## config.mk

```make
export PLATFORM = sky130hd
export DESIGN_NAME = drs_top
export DESIGN_NICKNAME = d
export VERILOG_FILES = /design/src/rtl/drs_pkg.sv /design/src/rtl/drs_mem.sv /design/src/rtl/drs_top.sv
export SDC_FILE = /design/constraint.sdc
export NUM_CORES = 1
export LEC_CHECK = 0
export BUFFER_PORTS_ARGS = -buffer_cell sky130_fd_sc_hd__buf_2
export CAP_MARGIN = 25
export CELL_PAD_IN_SITES_DETAIL_PLACEMENT = 2
export CELL_PAD_IN_SITES_GLOBAL_PLACEMENT = 2
export CORE_MARGIN = 3
export CORE_UTILIZATION = 44
export DETAILED_ROUTE_END_ITERATION = 12
export PLACE_DENSITY = 0.91
export REMOVE_ABC_BUFFERS = 1
export SETUP_SLACK_MARGIN = 0.5
export SLEW_MARGIN = 25
export SYNTH_ARGS = -nofsm -noshare
export SYNTH_HDL_FRONTEND = slang
export SYNTH_SLANG_ARGS = --single-unit
```

## constraint.sdc

```tcl
create_clock -name clock -period 4.88 [get_ports clock]
set_clock_uncertainty 0.05 [all_clocks]
set_input_delay 0.488 -clock clock [delete_from_list [all_inputs] [get_ports clock]]
set_output_delay 0.488 -clock clock [all_outputs]
set_load 0.1 [all_outputs]
```

## src/rtl/drs_pkg.sv

```systemverilog
package drs_pkg;

    // memory geometry
    localparam int unsigned MEM_BYTES    = 64;
    localparam int unsigned ADDR_W       = 6;
    localparam int unsigned REG_COUNT    = 8;
    localparam int unsigned STACK_BASE   = 8;
    localparam int unsigned STACK_BYTES  = 16;
    localparam int unsigned SP_W         = 3;
    localparam int unsigned PC_W         = 16;

    // reset values
    localparam logic [2:0] SP_RESET      = 3'h0;
    localparam logic [7:0] DATA_RESET    = 8'h00;

    // access kinds requested by the sequencer
    typedef enum logic [2:0] {
        DRS_OP_NONE  = 3'b000,
        DRS_OP_RDREG = 3'b001,
        DRS_OP_WRREG = 3'b010,
        DRS_OP_RDIND = 3'b011,
        DRS_OP_WRIND = 3'b100,
        DRS_OP_PUSH  = 3'b101,
        DRS_OP_POP   = 3'b110
    } drs_op_e;

endpackage

```

## src/rtl/drs_mem.sv

```systemverilog
`timescale 1ns/1ps

////////////////////////////////////////////////////////////////////////////////
// byte memory, two write ports (one byte each), two async read ports
module drs_mem #(
    parameter int unsigned DEPTH = 64,
    parameter int unsigned AW    = 6
) (
    // clock
    input  wire logic          clock,
    // write port a
    input  wire logic          we_a,
    input  wire logic [AW-1:0] wa_a,
    input  wire logic [7:0]    wd_a,
    // write port b
    input  wire logic          we_b,
    input  wire logic [AW-1:0] wa_b,
    input  wire logic [7:0]    wd_b,
    // read ports
    input  wire logic [AW-1:0] ra_a,
    output logic      [7:0]    rd_a,
    input  wire logic [AW-1:0] ra_b,
    output logic      [7:0]    rd_b
);

    // refuse a depth the address cannot reach
    if (DEPTH > (1 << AW)) begin : g_chk_depth
        $error("drs_mem: depth exceeds address range");
    end

    logic [7:0] mem [DEPTH];

    // storage; no reset so it maps to ram
    always_ff @(posedge clock) begin
        if (we_a) begin
            mem[wa_a] <= wd_a;
        end
        if (we_b) begin
            mem[wa_b] <= wd_b;
        end
    end

    // combinational read
    assign rd_a = mem[ra_a];
    assign rd_b = mem[ra_b];

endmodule // drs_mem

```

## src/rtl/drs_top.sv

```systemverilog
`timescale 1ns/1ps

////////////////////////////////////////////////////////////////////////////////
// Operation
// RL1: one 64-byte memory for data and stack
// RL2: bytes 0-7 are directly addressed working registers
// RL3: registers 0 and 1 point anywhere indirectly
// RL4: bytes 8-23 hold eight two-byte return addresses
// RL5: 3-bit pointer selects next free slot
// RL6: push increments pointer, return decrements it
// RL7: calls and interrupt entry both push
// RL8: unused stack bytes remain ordinary data memory
// RL9: interrupt entry saves only program counter
// RL10: pointer resets to zero, wraps silently
module drs_top (
    // clock and reset
    input  wire logic                            clock,
    input  wire logic                            rst,
    // request from sequencer
    input  wire logic [2:0]                      op,
    input  wire logic [2:0]                      reg_sel,
    input  wire logic                            ptr_sel,
    input  wire logic [7:0]                      wdata,
    input  wire logic [drs_pkg::PC_W-1:0]        push_pc,
    input  wire logic                            push_irq,
    // answer to sequencer
    output logic                                 rvalid,
    output logic      [7:0]                      rdata,
    output logic      [drs_pkg::PC_W-1:0]        pop_pc,
    output logic                                 pop_irq,
    output logic      [drs_pkg::SP_W-1:0]        sp
);

    typedef struct packed {
        logic                      rvalid;
        logic [7:0]                rdata;
        logic [drs_pkg::PC_W-1:0]  pop_pc;
        logic                      pop_irq;
        logic [drs_pkg::SP_W-1:0]  sp;
        logic [7:0]                irq_mark;  // one bit per slot: pushed by interrupt
    } drs_state_s;

    // value of every state bit after reset
    localparam drs_state_s ST_RESET = '{
        rvalid:   1'b0,
        rdata:    drs_pkg::DATA_RESET,
        pop_pc:   '0,
        pop_irq:  1'b0,
        sp:       drs_pkg::SP_RESET,     // RL10
        irq_mark: 8'h00
    };

    // write data parked on port b while it is idle
    localparam logic [7:0] DATA_ZERO = drs_pkg::DATA_RESET;

    // first stack byte, right above the working registers
    localparam logic [drs_pkg::ADDR_W-1:0] STACK_BASE_A = 6'(drs_pkg::STACK_BASE);

    drs_state_s st_q;
    drs_state_s st_d;

    logic                        we_a;
    logic                        we_b;
    logic [drs_pkg::ADDR_W-1:0]  wa_a;
    logic [drs_pkg::ADDR_W-1:0]  wa_b;
    logic [7:0]                  wd_a;
    logic [7:0]                  wd_b;
    logic [drs_pkg::ADDR_W-1:0]  ra_a;
    logic [drs_pkg::ADDR_W-1:0]  ra_b;
    logic [7:0]                  rd_a;
    logic [7:0]                  rd_b;
    logic [drs_pkg::ADDR_W-1:0]  reg_addr;
    logic [drs_pkg::ADDR_W-1:0]  ptr_addr;
    logic [drs_pkg::ADDR_W-1:0]  push_lo;
    logic [drs_pkg::ADDR_W-1:0]  pop_lo;
    logic [drs_pkg::SP_W-1:0]    sp_dec;
    logic [7:0]                  ptr_byte;
    drs_pkg::drs_op_e            op_e;

    ////////////////////////////////////////////////////////////////////////////
    // elaboration checks on the geometry the steering below assumes

    // one address must reach every byte
    if (drs_pkg::MEM_BYTES != (1 << drs_pkg::ADDR_W)) begin : g_chk_depth // RL1
        $error("drs_top: memory size and address width disagree");
    end

    // reg_sel is three bits wide
    if (drs_pkg::REG_COUNT != 8) begin : g_chk_regs // RL2
        $error("drs_top: working register count must be 8");
    end

    // stack starts straight after the registers
    if (drs_pkg::STACK_BASE != drs_pkg::REG_COUNT) begin : g_chk_base // RL4
        $error("drs_top: stack must sit right above the registers");
    end

    // two bytes for each slot the pointer can name
    if (drs_pkg::STACK_BYTES != (2 << drs_pkg::SP_W)) begin : g_chk_slots // RL4
        $error("drs_top: stack size and pointer width disagree");
    end

    // stack lies wholly inside the memory
    if (drs_pkg::STACK_BASE + drs_pkg::STACK_BYTES > drs_pkg::MEM_BYTES) begin : g_chk_fit // RL1
        $error("drs_top: stack runs past the end of memory");
    end

    // pointer width, slot marks and reset value agree
    if (drs_pkg::SP_W != 3 || $bits(drs_pkg::SP_RESET) != drs_pkg::SP_W) begin : g_chk_sp // RL5
        $error("drs_top: stack pointer must be 3 bits");
    end

    // each return address fills exactly two bytes
    if (drs_pkg::PC_W != 16) begin : g_chk_pc // RL4
        $error("drs_top: return address must be 16 bits");
    end

    ////////////////////////////////////////////////////////////////////////////
    // single shared store for registers, stack and data
    drs_mem #(
        .DEPTH (drs_pkg::MEM_BYTES),
        .AW    (drs_pkg::ADDR_W)
    ) u_mem ( // RL1
        .clock (clock),
        .we_a  (we_a),
        .wa_a  (wa_a),
        .wd_a  (wd_a),
        .we_b  (we_b),
        .wa_b  (wa_b),
        .wd_b  (wd_b),
        .ra_a  (ra_a),
        .rd_a  (rd_a),
        .ra_b  (ra_b),
        .rd_b  (rd_b)
    );

    ////////////////////////////////////////////////////////////////////////////
    // address arithmetic
    assign op_e     = drs_pkg::drs_op_e'(op);
    assign reg_addr = {3'h0, reg_sel};                                   // RL2
    assign ptr_byte = rd_b;                                              // RL3
    assign ptr_addr = ptr_byte[drs_pkg::ADDR_W-1:0];                     // RL3
    assign sp_dec   = st_q.sp - 3'h1;                                    // RL10
    assign push_lo  = STACK_BASE_A + {2'h0, st_q.sp, 1'b0};              // RL4 RL5
    assign pop_lo   = STACK_BASE_A + {2'h0, sp_dec, 1'b0};               // RL4

    ////////////////////////////////////////////////////////////////////////////
    // memory port steering
    always_comb begin
        we_a = 1'b0;
        we_b = 1'b0;
        wa_a = reg_addr;
        wa_b = reg_addr;
        wd_a = wdata;
        wd_b = DATA_ZERO;
        ra_a = reg_addr;
        ra_b = {5'h00, ptr_sel};                                         // RL3
        unique case (op_e)
            drs_pkg::DRS_OP_WRREG: begin
                we_a = 1'b1;                                             // RL2
            end
            drs_pkg::DRS_OP_RDIND: begin
                ra_a = ptr_addr;                                         // RL8
            end
            drs_pkg::DRS_OP_WRIND: begin
                we_a = 1'b1;
                wa_a = ptr_addr;                                         // RL3
            end
            drs_pkg::DRS_OP_PUSH: begin
                // two bytes in one cycle; only the pc is saved
                we_a = 1'b1;                                             // RL9
                we_b = 1'b1;
                wa_a = push_lo;
                wd_a = push_pc[7:0];
                wa_b = push_lo + 6'h01;
                wd_b = push_pc[15:8];                                    // RL7
            end
            drs_pkg::DRS_OP_POP: begin
                ra_a = pop_lo;
                ra_b = pop_lo + 6'h01;
            end
            default: begin
            end
        endcase
    end

    ////////////////////////////////////////////////////////////////////////////
    // next state
    always_comb begin
        st_d        = st_q;
        st_d.rvalid = 1'b0;
        unique case (op_e)
            drs_pkg::DRS_OP_RDREG,
            drs_pkg::DRS_OP_RDIND: begin
                st_d.rvalid = 1'b1;
                st_d.rdata  = rd_a;
            end
            drs_pkg::DRS_OP_PUSH: begin
                st_d.irq_mark[st_q.sp] = push_irq;                       // RL7
                st_d.sp                = st_q.sp + 3'h1;                 // RL6 RL10
            end
            drs_pkg::DRS_OP_POP: begin
                st_d.rvalid  = 1'b1;
                st_d.pop_pc  = {rd_b, rd_a};
                st_d.pop_irq = st_q.irq_mark[sp_dec];
                st_d.sp      = sp_dec;                                   // RL6 RL10
            end
            default: begin
            end
        endcase
    end

    ////////////////////////////////////////////////////////////////////////////
    // state register
    always_ff @(posedge clock or posedge rst) begin
        if (rst) begin
            st_q <= ST_RESET;                                            // RL10
        end else begin
            st_q <= st_d;
        end
    end

    // outputs straight from flops
    assign rvalid  = st_q.rvalid;
    assign rdata   = st_q.rdata;
    assign pop_pc  = st_q.pop_pc;
    assign pop_irq = st_q.pop_irq;
    assign sp      = st_q.sp;

endmodule // drs_top

```

* After elaboration in Yosys (flattened, before gate mapping) *
Memories as Yosys holds them, arrays and structs flattened.
Cells that the tools add are included.

word-level totals
  output and inout bits = 29
  RAM bits = 512
  input bits = 34
  memories = 1
  bits in registers = 37

cells by class
  reduce and logical (&&, ||, !) cells = 5
  $add $sub $neg = 6
  mux-type cells = 19
  equal/unequal tests = 6
  magnitude comparators = 3

memories
  memory     words  bits a word  read ports  clocked after Yosys merged registers in  write ports  line           RTL
  u_mem.mem  64     8            2           0                                        2            drs_mem.sv:31  logic [7:0] mem [DEPTH];

operators with widths
  cell                   count
  $pmux W6 S2            2
  $mux W8                2
  $add A5 B1 Y6 const B  2
  $mux W6                2
  $add A4 B4 Y5 const A  2
  $eq A3 B3 Y1 const B   3
  $mux W1                9
  $bwmux W8              1
  $lt A3 B4 Y1 const B   2
  $eq A3 B2 Y1 const B   2
  $pmux W3 S2            1
  $reduce_or A3 Y1       2
  $add A3 B1 Y3 const B  1
  $bmux W1 S3            1
  $demux W1 S3           1
  $eq A3 B1 Y1 const B   1
  $ge A3 B1 Y1 const B   1
  $sub A3 B1 Y3 const B  1
  $reduce_bool A2 Y1     1
  $reduce_or A2 Y1       1
  $logic_and A1 B1 Y1    1

* Logic depth before layout (Yosys ltp) *
Gate-level depths: netlist of the first run.
An unclocked memory read counts as a cell.

  depth after elaboration = 7
  gate-level depth with buffers = 16

* Modules after synthesis *
From an unflattened synthesis of the first run, not the netlist that was laid out.

second synthesis, totals
  cells, all modules = 2,217
  area total of the unflattened synthesis = 33,135.5 um^2

modules (own cells, without submodules)
  module   instances  cells each  area each (um^2)
  drs_mem  1          1,939       30,882.1
  drs_top  1          278         2,253.4

* Least setup slack after synthesis of the first run *
No wires, ideal clock.

  kind = register to register
  from = register st_q, in the netlist sp[0]
  to = memory u_mem.mem[23][0] (enable)
  data required time = 4.446 ns
  arrival time = 3.147 ns
  period minus slack after synthesis = 3.581 ns
  slack = 1.299 ns
  cell stages (with the launch flop) = 13
  cells stage by stage = dfrtp_1 -> buf_2 -> inv_1 -> clkbuf_1 -> ha_1 -> clkbuf_1 -> a211oi_1 -> o21ai_0 -> o221ai_1 -> a2bb2oi_1 -> buf_2 -> or3_1 -> o21ai_0

RTL lines
  item                    line            RTL
  from (decl)             drs_top.sv:59   drs_state_s st_q;
  from (signal assigned)  drs_top.sv:219  st_q <= st_d;
  to (decl)               drs_mem.sv:31

* Worst setup path in the final report of the first run *
  from = register st_q, in the netlist sp[1]
  to = register st_q, in the netlist rdata[4]

between the ends
  longest elaborated chain between the ends = 7
  elaborated cells between the ends (all ways) = 6

ends and longest elaborated chain
  item             line            RTL
  $sub A3 B1 Y3 *  drs_top.sv:143  assign sp_dec = st_q.sp - 3'h1;
  $add A4 B4 Y5 *  drs_top.sv:145  assign pop_lo = STACK_BASE_A + {2'h0, sp_dec, 1'b0};
  $add A5 B1 Y6    drs_top.sv:180  ra_b = pop_lo + 6'h01;
  $mux W6          drs_top.sv:158  unique case (op_e)
  $mem_v2 Z64 W8   n/a
  $pmux W6 S2 *    drs_top.sv:158
  $mem_v2 Z64 W8   n/a

Every way passes the cells marked *; elsewhere a longest branch is shown, timed or not.
A chain may end at the register's enable or synchronous reset.

==> metrics.cfg, run 1 <==
[floorplan]
fp.dieW_um=246
die-area_sq_um=60300
placementRows=87
pin_count=63
initial_core_util=0.446
coreArea_sq_um=56600
die_y_um=246

[grt]
gr-usage-all-layers=0.367
grtUsageMet2=0.591
grt-busiest-layer=met2
overflow=0
antenna_found_initial=7
grt_max_degree=70
met3_usage=0.0905
grt_pass1_wl_mm=159
globalRouteMet1Util=0.451
first_global_vias=21382

[clocking]
cts_tree=done
cts_sinks=549
clockRootBuffer=clkbuf_16
clk_pin_slew_ps=70
clock_path_buffers=3
post_cts_buffers=0
cts_made_buffers=58
worst_skew_pair.late_latency_ps=660
htree_levels=2

[cells_and_area]
fill_cells=5467
final_area_sq_um=28400
multi_input_area_sq_um=7470
drive_gt1_frac=0.153
fin_nets=2179
regArea_sq_um=16300
area.growth.synth_to_final_pct=12.7

[yosys]
synth_xor_area_frac=0.00173
async_reset_ff_frac=0.0674
synth_compound_area_frac=0.112
synth_area_per_cell_sq_um=11.9
synth_mux_area_frac=0.0540
synth-seq-area-share=0.646
synth-seq-cells=549
synthAdderAreaFrac=0.000991
synth_cells=2127
synth_area_sq_um=25200
synth_warnings=0
synthSimpleGateAreaFrac=0.118
synth_top_family_by_area=simple AND/OR/NAND/NOR gates
ys.flop_type=edfxtp_1
ys_types=70
synth_edf_count=512

[sta]
hold_violations=0
finalMaxSlewViolations=0
finalCritPeriodShare=0.897
max_freq_ghz=0.228
slew_headroom=0.257
finalCriticalPeriod_ps=4380
tightest_slew_ps=1100
setup_viol=0
setup_tns_ps=0
fin_ws_ps=503
rsz0062_at_grt=no

[critical_path]
crit_type=register to register
cp-startpoint=sp[1]
cpMostUsedCell=mux2i_1
cp.depth=11
r2r-start=sp[1]
crit_slowest_cell=clkbuf_8
max_stage_delay_ps=570
endpoint_kind=register
critPathTopFamily=compound AO/OA/AOI/OAI gates
rr_worst_depth=11
path_cells=clkinv_1 > ha_1 > nand4b_1 > o21ai_0 > nor2_4 > clkbuf_8 > mux2i_1 > mux2i_1 > o221ai_1 > a2111o_1 > o311ai_1
cp.required_ps=5350
cp.arrival_ps=4840
critPathLaunchType=register
cp.buffers_inverters=2
cp_max_fo=66

[worst_hold_path]
hold_class=primary input to register
hold_path_depth=2
min_from=push_irq

[place]
routabilityCongestion=0.906
io_buffers=62
place_area_sq_um=26400
hpwl_mm=68.6
pre_cts_ws_ps=349

[drt]
dr.first_iter.drc_count=2737
drt_pass1_iterations=6
route.detailed.drc=0
avgViaCountPerCell=6.85
vias=20223
wl_per_cell_um=37.6
postRouteAntennaNets=0
wirelength_mm=111

[power]
ir_worst_vdd_mv=0.329
p_leak_nw=10.5
p_per_area_nw_per_um2=478

[run]
maxCapViolCount=0

[outcome]
outcome=finished clean

-- area by class of cell --
cell class              count  area share
diodes                      4    0.000352
clock buffers              79      0.0574
clock inverters            29      0.0105
inverters                 209      0.0276
multi-input cells        1180       0.263
flip-flops and latches    549       0.573
well taps                 756      0.0333
repair buffers            145      0.0355
-- final timing paths --
check | endpoint | slack (ps)
worst min-delay path | st_q[4] | 180
min in group asynchronous | rvalid | 540
max in group asynchronous | rdata[3] | 3800
worst max-delay path | rdata[4] | 500
worst min register to register | pop_pc[8] | 460
worst max register to register | rdata[4] | 500
-- metal layers --
metal / share of wire / up-vias
met5: 0.00031 / -
met4: 0.068 / 6
met3: 0.11 / 496
met2: 0.47 / 1674
met1: 0.35 / 10282
li1: - / 7765
-- stage by stage --
stage               power (mW)  hold slack (ps)  cells  utilization
detailed placement        8.76              427   2836        0.466
global route              13.8              180   2948        0.502
finish                    13.6              177   2951        0.503
global placement          8.55              407   2836        0.466
floorplan                 7.50              424   1938            -
CTS                       13.5              148   2945        0.501
-- cell usage after synthesis (31+ instances only) --
| master | number | area share |
|---|---|---|
| nand2_1 | 296 | 0.044 |
| a211oi_1 | 76 | 0.023 |
| buf_2 | 48 | 0.0095 |
| and3_1 | 76 | 0.019 |
| dfrtp_1 | 37 | 0.037 |
| edfxtp_1 | 512 | 0.61 |
| a31oi_1 | 40 | 0.0099 |
| clkbuf_1 | 91 | 0.014 |
| mux4_2 | 31 | 0.028 |
| nand3_1 | 73 | 0.014 |
| o21ai_0 | 59 | 0.012 |
| inv_1 | 208 | 0.031 |
| nor2_1 | 145 | 0.022 |
| mux2i_1 | 39 | 0.015 |
| a21oi_1 | 93 | 0.018 |
| buf_4 | 38 | 0.011 |
-- flip-flops by register name (all words and copies together) (netlist names) --
register	flops
pop_irq	1
pop_pc	16
rdata	8
rvalid	1
sp	3
st_q	8
u_mem.mem	512
-- cells by family after synthesis --
family / after synthesis
adder cells (fa/ha/maj): 2
flip-flops: 549
multiplexers: 94
AO/OA/AOI/OAI: 417
AND/OR/NAND/NOR: 662
XOR/XNOR: 5
buffers and inverters: 398
-- repair_timing --
item / 4_1_cts / 5_1_grt
endpoints found under the setup margin: 131 / 136
gates resized for setup: 14 / 15
hold buffers: 1 / 0
endpoints found under the hold margin: 37 / 0
-- power by group --
part	switching [mW]	internal [mW]
Combinational	2.58	0.832
Clock	2.07	2.61
Sequential	0.177	5.34
-- placed cells by master (no fill, tap or decap), types with 11 or more instances in the layout --
cell / synthesis / layout
edfxtp_1: 512 / 512
mux4_2: 31 / 31
o22a_1: 11 / 11
a211oi_1: 76 / 76
o211ai_1: 18 / 18
nand4_1: 18 / 18
nor2_2: 1 / 17
a311oi_1: 21 / 21
a21oi_1: 93 / 93
o21ai_0: 59 / 58
buf_2: 48 / 62
inv_1: 208 / 207
nand3_1: 73 / 72
nand2_1: 296 / 293
nor3_1: 15 / 15
clkinv_2: 0 / 13
clkbuf_16: 0 / 59
buf_4: 38 / 75
mux2_2: 23 / 23
dfrtp_1: 37 / 37
a31oi_1: 40 / 40
mux2i_1: 39 / 31
o22ai_1: 11 / 11
clkbuf_1: 91 / 12
and3_1: 76 / 76
nor2_1: 145 / 123
No activity file was read; power rests on OpenSTA's default activity.
==> run 2: changes to the inputs <==
RECOVER_POWER = 50   (was not set)
==> run 2 against run 1 <==
Compared with the run above:
- the flow now finishes with violations (max-capacitance violations, max-slew violations)
- power rose by 0.15%
- worst hold slack gained 5.3 ps
- fmax decreased by 2.4%
- clock power about the same
- critical endpoint is now rdata[7]
- clock-buffer cell count unchanged
- sequential share of layout area grew 0.15 points
- highest routed layer unchanged
- via count grew 0.45%
==> metrics.cfg, run 2 (synthesized netlist as in run 1, its figures left out) <==
[floorplan]
placementRows=87
die_y_um=246
coreArea_sq_um=56600
fp.dieW_um=246
initial_core_util=0.446
die-area_sq_um=60300
pin_count=63

[worst_hold_path]
hold_class=primary input to register
min_from=push_irq
holdPathEnd=st_q[7]
hold_path_depth=2

[cells_and_area]
fin_nets=2179
stdcell_count=2953
area.growth.synth_to_final_pct=12.4
drive_gt1_frac=0.136
largest_reg_flops=512
final_common_cell=edfxtp_1
regMostFlops=u_mem.mem
fill_cells=5462
multi_input_area_sq_um=7450
regArea_sq_um=16300
final_area_sq_um=28400
final_cell_mix=edfxtp_1, nand2_1, inv_1

[sta]
slew_headroom=-0.863
finalCritPeriodShare=0.919
max_freq_ghz=0.223
rsz0062_at_grt=no
finalCriticalPeriod_ps=4480
setup_viol=0
finalMaxSlewViolations=53
tightest_slew_ps=2790
fin_ws_ps=395
hold_violations=0
hold-worst-slack_ps=182

[critical_path]
r2r_end=rdata[7]
r2r-start=sp[1]
rr_worst_depth=10
endpoint_kind=register
cp.required_ps=5330
cp.arrival_ps=4940
critPathLaunchType=register
crit_type=register to register
reg2reg_slack_ps=400
cp_max_fo=66

[grt]
grt_max_degree=70
overflow=0
first_global_vias=21382
grt_pass1_wl_mm=159
gr-usage-all-layers=0.367
antenna_found_initial=7

[clocking]
cts_sinks=549
cts_made_buffers=58
clockRootBuffer=clkbuf_16
worst_skew_pair.late_latency_ps=660
clk_pin_slew_ps=70
cts_tree=done
clock_path_buffers=3
htree_levels=2

[power]
p_per_area_nw_per_um2=480
p_leak_nw=10.4
ir_worst_vdd_mv=0.328
p_total_mw=13.6

[drt]
avgViaCountPerCell=6.88
wirelength_mm=113
postRouteAntennaNets=0
wl_per_cell_um=38.2
vias=20315
dr.first_iter.drc_count=2892
drt_pass1_iterations=6
route.detailed.drc=0

[outcome]
outcome=complete, but fails checks
violations=max-capacitance violations, max-slew violations

[place]
hpwl_mm=68.6
place_area_sq_um=26400
dp.cells=2836
io_buffers=62
routabilityCongestion=0.906
pre_cts_ws_ps=349

[run]
maxCapViolCount=2

-- run 2: cell types whose count changed in the layout (fill, tap and decap cells not counted), moves of 2 or more --
cell,delta
clkbuf_1,+34
diode_2,+2
buf_4,-5
clkbuf_2,+2
buf_2,-30
-- run 2: per-stage QoR --
stage                     utilization  TNS [ps]
after floorplan                     -    -75220
after global placement          0.466         0
after detailed placement        0.466         0
after CTS                       0.501         0
after global routing            0.501         0
final                           0.501         0
-- run 2: cell type report --
class                      count  area share
clock buffer                  79      0.0575
multi-input combinational   1180       0.263
sequential                   549       0.575
inverter                     209      0.0277
timing repair buffer         145      0.0334
clock inverter                29      0.0105
antenna                        6    0.000529
tap                          756      0.0333
-- run 2: per-layer routing --
| metal | wire length [um] | GRT usage | up-vias |
|---|---|---|---|
| met3 | 12300 | 0.0905 | 528 |
| met4 | 8100 | 0.212 | 8 |
| met5 | 47 | 0 | - |
| met1 | 39900 | 0.451 | 10355 |
| li1 | - | - | 7768 |
| met2 | 52500 | 0.591 | 1656 |
-- run 2: worst max-delay path, stage by stage, from the launching register on --
cell and delay [ps]:
dfrtp_1 510, clkinv_1 300, ha_1 420, nand4b_1 250
o21ai_0 280, nor2_4 190, clkbuf_8 560, mux4_2 430
a211oi_1 900, or4_1 270, o211ai_2 100
-- run 2: report_power, final --
group	internal (mW)	switching, mW	leakage (nW)	total (mW)
Sequential	5.34	0.184	5.06	5.52
Combinational	0.804	2.61	4.38	3.42
Clock	2.61	2.08	0.946	4.69
Total	8.75	4.88	10.4	13.6
-- run 2: repair_timing --
item | CTS | global route
hold buffers | 1 | 0
resized for setup | 14 | 15
setup buffers | 0 | 0
hold endpoints to repair | 37 | 0
endpoints found under the setup margin | 131 | 136
-- run 2: worst max-delay path by stage --
stage / startpoint / cells after the start / to
5_1_grt: op[2] / 8 / u_mem.mem[21][3]
3_3_place_gp: op[1] / 10 / u_mem.mem[45][0]
4_1_cts: sp[1] / 10 / u_mem.mem[34][6]
2_1_floorplan: sp[0] / 10 / rdata[4]
3_5_place_dp: op[1] / 10 / u_mem.mem[37][1]
6_report: sp[1] / 10 / rdata[7]
